### src/logic/sfi_pkg.sv
// Constants and carrier types for the serial frame interface
package sfi_pkg;
    // ==================================================================
    // Frame geometry
    localparam int FRAME_BITS = 16;
    localparam int CNT_W = 5;
    localparam logic [CNT_W-1:0] CNT_IDLE = 5'h00;
    localparam logic [CNT_W-1:0] CNT_LAST = 5'(FRAME_BITS - 1);
    localparam logic [CNT_W-1:0] CNT_FULL = 5'(FRAME_BITS);
    localparam logic [FRAME_BITS-1:0] WORD_RESET = 16'h0000;
    localparam int MSB = FRAME_BITS - 1;

    // ==================================================================
    // Port pins
    localparam int NUM_PINS = 8;
    localparam int BUSY_PIN = NUM_PINS - 1;
    localparam logic [NUM_PINS-1:0] PINS_RESET = 8'h00;
    localparam logic [1:0] MODE_DAC = 2'h0;
    localparam logic [1:0] MODE_ADC = 2'h1;
    localparam logic [1:0] MODE_GPI = 2'h2;
    localparam logic [1:0] MODE_GPO = 2'h3;

    // ==================================================================
    // Output word sources
    localparam logic [1:0] SRC_ADC = 2'h0;
    localparam logic [1:0] SRC_READBACK = 2'h1;
    localparam logic [1:0] SRC_TEMP = 2'h2;

    typedef struct packed {
        logic [1:0] src;
        logic [FRAME_BITS-1:0] adc_result;
        logic [FRAME_BITS-1:0] readback;
        logic [FRAME_BITS-1:0] temperature;
    } tx_src_s;

    typedef struct packed {
        logic [NUM_PINS-1:0][1:0] mode;
        logic [NUM_PINS-1:0] gpo_level;
        logic busy_on;
    } pin_cfg_s;

    typedef struct packed {
        logic valid;
        logic [FRAME_BITS-1:0] word;
    } rx_frame_s;
endpackage : sfi_pkg

### src/logic/serial_frame_interface.sv
// Serial target: framed input shifter, output shifter and port pin muxing
//
// Contract
// - Input bits sampled on falling serial clock
// - Frame is next sixteen falling edges
// - Output MSB appears at frame select fall
// - Later bits shift on rise after fall
// - Output carries results, readback, temperature
// - Frame select low marks frame boundary
// - Pin function follows pin configuration
// - Highest pin may show conversion busy
// - Async reset restores default configuration
`timescale 1ns/10ps
`default_nettype none
module serial_frame_interface (
    input wire logic mclk, // 200 MHz system clock
    input wire logic resetn, // Async reset, active low
    input wire logic frame_sel_n, // Frame select pin, active low
    input wire logic sclk, // Serial clock pin
    input wire logic serial_in, // Serial data pin
    output logic serial_out, // Serial data out pin
    input wire sfi_pkg::tx_src_s tx_src, // Words offered for output
    output sfi_pkg::rx_frame_s rx_frame, // Received word, valid pulse
    input wire sfi_pkg::pin_cfg_s pin_cfg, // Pin configuration
    input wire logic conv_busy, // Conversion in progress
    input wire logic [7:0] pin_in, // Port pin input levels
    output logic [7:0] pin_out, // Port pin output levels
    output logic [7:0] pin_oe, // Port pin output enables
    output logic [7:0] dac_sel, // Pin routed to a converter output
    output logic [7:0] adc_sel, // Pin routed to the converter input
    output logic [7:0] gpio_in // Synchronised digital input levels
);
    import sfi_pkg::*;

    // ==================================================================
    // Pin synchronisers
    logic sclk_m, sclk_s, sclk_d;
    logic fs_m, fs_s, fs_d;
    logic sin_m, sin_s;
    logic [NUM_PINS-1:0] pin_m, pin_s;

    always_ff @(posedge mclk or negedge resetn) begin
        if (!resetn) begin
            sclk_m <= 1'b0;
            sclk_s <= 1'b0;
            sclk_d <= 1'b0;
            fs_m <= 1'b1;
            fs_s <= 1'b1;
            fs_d <= 1'b1;
            sin_m <= 1'b0;
            sin_s <= 1'b0;
            pin_m <= PINS_RESET;
            pin_s <= PINS_RESET;
        end else begin
            sclk_m <= sclk;
            sclk_s <= sclk_m;
            sclk_d <= sclk_s;
            fs_m <= frame_sel_n;
            fs_s <= fs_m;
            fs_d <= fs_s;
            sin_m <= serial_in;
            sin_s <= sin_m;
            pin_m <= pin_in;
            pin_s <= pin_m;
        end
    end

    logic sclk_fall, sclk_rise, frame_start, frame_act;
    assign sclk_fall = sclk_d & ~sclk_s;
    assign sclk_rise = ~sclk_d & sclk_s;
    assign frame_start = fs_d & ~fs_s;
    assign frame_act = ~fs_s;

    // ==================================================================
    // Input shifter
    logic [CNT_W-1:0] bit_cnt_r;
    logic [FRAME_BITS-1:0] rx_shift_r;
    logic [FRAME_BITS-1:0] rx_word_r;
    logic rx_valid_r;

    // Edges past the sixteenth are dropped, not wrapped into a new word
    always_ff @(posedge mclk or negedge resetn) begin
        if (!resetn) begin
            bit_cnt_r <= CNT_IDLE;
            rx_shift_r <= WORD_RESET;
        end else if (!frame_act) begin
            bit_cnt_r <= CNT_IDLE;
        end else if (sclk_fall && bit_cnt_r != CNT_FULL) begin
            bit_cnt_r <= bit_cnt_r + 5'h01;
            rx_shift_r <= {rx_shift_r[MSB-1:0], sin_s};
        end
    end

    always_ff @(posedge mclk or negedge resetn) begin
        if (!resetn) begin
            rx_word_r <= WORD_RESET;
            rx_valid_r <= 1'b0;
        end else begin
            rx_valid_r <= 1'b0;
            if (frame_act && sclk_fall && bit_cnt_r == CNT_LAST) begin
                rx_word_r <= {rx_shift_r[MSB-1:0], sin_s};
                rx_valid_r <= 1'b1;
            end
        end
    end

    assign rx_frame.valid = rx_valid_r;
    assign rx_frame.word = rx_word_r;

    // ==================================================================
    // Output shifter
    function automatic logic [FRAME_BITS-1:0] pick_word(input tx_src_s s);
        case (s.src)
            SRC_ADC: pick_word = s.adc_result;
            SRC_READBACK: pick_word = s.readback;
            SRC_TEMP: pick_word = s.temperature;
            default: pick_word = WORD_RESET;
        endcase
    endfunction : pick_word

    logic [FRAME_BITS-1:0] tx_shift_r;
    logic armed_r;

    // Armed by a fall, so the first rise after an idle-low clock is skipped
    always_ff @(posedge mclk or negedge resetn) begin
        if (!resetn) begin
            tx_shift_r <= WORD_RESET;
            armed_r <= 1'b0;
        end else if (frame_start) begin
            tx_shift_r <= pick_word(tx_src);
            armed_r <= 1'b0;
        end else if (!frame_act) begin
            armed_r <= 1'b0;
        end else if (sclk_fall) begin
            armed_r <= 1'b1;
        end else if (sclk_rise && armed_r) begin
            tx_shift_r <= {tx_shift_r[MSB-1:0], 1'b0};
            armed_r <= 1'b0;
        end
    end

    assign serial_out = tx_shift_r[MSB];

    // ==================================================================
    // Port pin function
    always_ff @(posedge mclk or negedge resetn) begin
        if (!resetn) begin
            pin_out <= PINS_RESET;
            pin_oe <= PINS_RESET;
            dac_sel <= PINS_RESET;
            adc_sel <= PINS_RESET;
            gpio_in <= PINS_RESET;
        end else begin
            for (int i = 0; i < NUM_PINS; i++) begin
                dac_sel[i] <= pin_cfg.mode[i] == MODE_DAC;
                adc_sel[i] <= pin_cfg.mode[i] == MODE_ADC;
                pin_oe[i] <= pin_cfg.mode[i] == MODE_GPO;
                pin_out[i] <= (pin_cfg.mode[i] == MODE_GPO) & pin_cfg.gpo_level[i];
                gpio_in[i] <= (pin_cfg.mode[i] == MODE_GPI) & pin_s[i];
            end
            if (pin_cfg.busy_on) begin
                pin_oe[BUSY_PIN] <= 1'b1;
                pin_out[BUSY_PIN] <= conv_busy;
            end
        end
    end
endmodule : serial_frame_interface
`default_nettype wire

### config.mk
export PLATFORM = sky130hd
export DESIGN_NAME = serial_frame_interface
export DESIGN_NICKNAME = d
export VERILOG_FILES = /design/src/logic/sfi_pkg.sv /design/src/logic/serial_frame_interface.sv
export SDC_FILE = /design/constraint.sdc
export NUM_CORES = 1
export LEC_CHECK = 0
export BUFFER_PORTS_ARGS = -buffer_cell sky130_fd_sc_hd__buf_2
export CAP_MARGIN = 10
export CORE_AREA = 2 2 127 129
export DETAILED_ROUTE_END_ITERATION = 10
export DIE_AREA = 0 0 129 131
export MAX_ROUTING_LAYER = met4
export PLACE_DENSITY = 0.59
export SYNTH_ARGS = -nofsm -noshare
export SYNTH_HDL_FRONTEND = slang
export SYNTH_SLANG_ARGS = --single-unit
export TNS_END_PERCENT = 30
### constraint.sdc
create_clock -name mclk -period 2 [get_ports mclk]
set_clock_uncertainty 0.1 [all_clocks]
set_input_delay 0.3 -clock mclk [delete_from_list [all_inputs] [get_ports mclk]]
set_output_delay 0.3 -clock mclk [all_outputs]
set_load 0.005 [all_outputs]
==> metrics.txt <==
status=complete, no violations; CTS H-tree lvls=4; Clock Tree Buf Depth=2; num rows=46; asr flop ratio synth=1.00; Synth Register Bits=118; Design Power=approximately 6.4 mW; DP HPWL=between 6000 and 7000 µm; gr usage total=0.130; max incr delay on CP=400 ps; initial antenna violation count=0; synthesized instance count=between 300 and 400; worst r2r src=bit_cnt_r[0]; CP top delay family=flip-flops; area fraction of the dominant cell type after synthesis=0.628; vias in the first global route=3,493; R2R cell count=6; GRT overflow=0; flop-to-flop setup slack=130 ps; routability cong.=roughly 0.74; fin. max-slew vios=0; port buffer count=146; Worst Path Buf+Inv=1; die area=16,900 µm²; RSZ-0062 raised after global routing=no; TritonCTS clock tree=yes; Cell Pwr Density=978 nW/µm²; top post-synthesis cells by area=dfrtp_1 63%, mux2_2 7.1%, mux2i_1 3.7%, nor2_1 3.1%, a32o_1 3.1%; io pins=around 150; Syn. warnings=0; chip height=131 µm; WP depth=6; # DRC=0; Critical Path End=rx_word_r[15]; Fin. Hold Viols=0; first drt pass iteration count=4; clock tree sinks=118; vias per cell=4.35; Finished Layout Cells=763; fraction of layout cells with a size suffix above 1=0.404; Starting Density=0.294; Die X=~130 µm; Setup Buffers After CTS=0; commonest cells in the netlist=115 x dfrtp_1, 38 x nor2_1, 29 x mux2_2; global-route wire length before repair=about 16,000 µm; Syn Nets=434; Starting DRT DRC Count=95; Post-synth EDFFs=0; period utilisation layout=0.936; Final setup viols=0; Post-Syn Area=4580 µm²; Worst Path Max Fanout=17; Synth area leader=dfrtp_1; Core ar.=15,600 µm²; Avg Cell Area, Syn=13.4 µm²; CP Launch Point=bit_cnt_r[0]; critical-path cell list=ha_1, and3_1, ha_1, and3_1, buf_4, mux2_1; slew margin rel.=0.560; Routed Antenna Nets=0; Root Driver=clkbuf_16; critical path endpoint category=flop; clk_lat worst skew=410 ps; number of nets in the layout=627; ys flop type=dfrtp_1; largest net degree at the start of global routing=49; minimum clock period=~1900 ps; worst vdd ir=0.000657 V; Core Util, Final=0.421; reported max-cap violation count=0; Wirelength per Cell=approximately 13 µm; Worst Path Arrival=2060 ps; Fmax achieved=0.534 GHz; startpoint types=flop; vias=3,322; CTS Buf Count=17; CP Data Required Time=2190 ps; Total Wirelength=10,000 µm; number of cells after detailed placement=695; Fin Hold WS=between 30 and 40 ps; LEAKAGE=3.39 nW; area grow syn2layout=43.4%; register area share after synthesis=0.645; crit path kind=reg2reg; Slew @ Worst Pin=659 ps; setup tns final=0 ps; Clock transition at path regs=about 50 ps; Hold Crit Class=in2reg; # diodes=0; most common cell in the netlist=dfrtp_1; RR Endpoint=rx_word_r[15]; Crit-path slowest cell=dfrtp_1; library cells used by synthesis=40
[cell usage in the layout, fill, tap and decap left out, types with 4 or more instances in the layout]
cell / count
mux2_2: 29
buf_4: 8
inv_1: 22
dfrtp_1: 115
o221ai_1: 15
a21oi_1: 4
bufinv_16: 4
buf_2: 145
and3_1: 9
a32o_1: 14
o21ai_0: 4
and2_1: 8
mux2i_1: 17
dlygate4sd3_1: 37
nor2_1: 38
and3b_1: 9
clkbuf_16: 17
nor2b_1: 9
[worst min-delay path by stage]
stage | from | end | depth (start not counted)
6_report | pin_cfg[3] | pin_out[2] | 2
5_1_grt | pin_cfg[1] | pin_out[0] | 2
4_1_cts | pin_cfg[1] | pin_out[0] | 2
3_5_place_dp | resetn | dac_sel[1] | 1
3_3_place_gp | resetn | pin_oe[7] | 1
2_1_floorplan | resetn | adc_sel[0] | 0
[through the flow]
stage | setup slack, ps | instance area (µm²)
after global routing | 69.7 | 6570
after floorplan | 143 | 4580
after detailed placement | 124 | 5580
after global placement | 157 | 5580
final | 129 | 6570
after CTS | 98.0 | 6570
[layout make-up]
class / instances / area (µm²)
fill: 1454 / 9020
sequential: 118 / 2960
multi-input combinational: 182 / 1430
timing repair buffer: 193 / 1220
clock buffer: 22 / 464
tap: 216 / 270
clock inverter: 9 / 150
inverter: 23 / 86.3
[layer usage]
| metal | wire, µm | GRT usage |
|---|---|---|
| met2 | 5040 | 0.206 |
| met3 | 509 | 0.0485 |
| met1 | 4340 | 0.148 |
| met4 | 153 | 0.0556 |
| met5 | 0 | - |
[logic make-up (layout without fill, tap and decap cells)]
group | after synthesis | in the layout | share of synthesized area
muxes | 49 | 49 | 0.116
adders and majority gates | 4 | 4 | 0.0104
AOI/OAI and AO/OA | 43 | 43 | 0.0784
and+or+nand+nor | 86 | 86 | 0.106
DFF | 118 | 118 | 0.645
buffers and inverters | 42 | 247 | 0.0440
[power by group]
part           switching, mW  total (mW)  internal (mW)  leakage, nW
Clock                   1.02        3.15           2.13        0.296
Sequential             0.111        2.70           2.59         1.51
Combinational          0.256       0.578          0.322         1.58
[registers in the layout, summed over array words and instances (netlist names), 5 cells and up]
register    cells
dac_sel         8
rx_word_r      16
pin_oe          8
pin_out         8
gpio_in         8
bit_cnt_r       5
pin_s           8
pin_m           8
adc_sel         8
rx_shift_r     15
tx_shift_r     16
[worst register-to-register path, cell delays in order, from the launching register on]
cell and delay [ps]:
dfrtp_1 400, ha_1 220, and3_1 180, ha_1 160, and3_1 150, buf_4 200
mux2_1 330
[timing repair]
| item | 4_1_cts | 5_1_grt |
|---|---|---|
| hold endpoints to repair | 117 | 0 |
| endpoints found under the setup margin | 0 | 2 |
| resized for setup | 0 | 1 |
| hold buffers | 37 | 0 |
No activity file was read; power rests on OpenSTA's default activity.
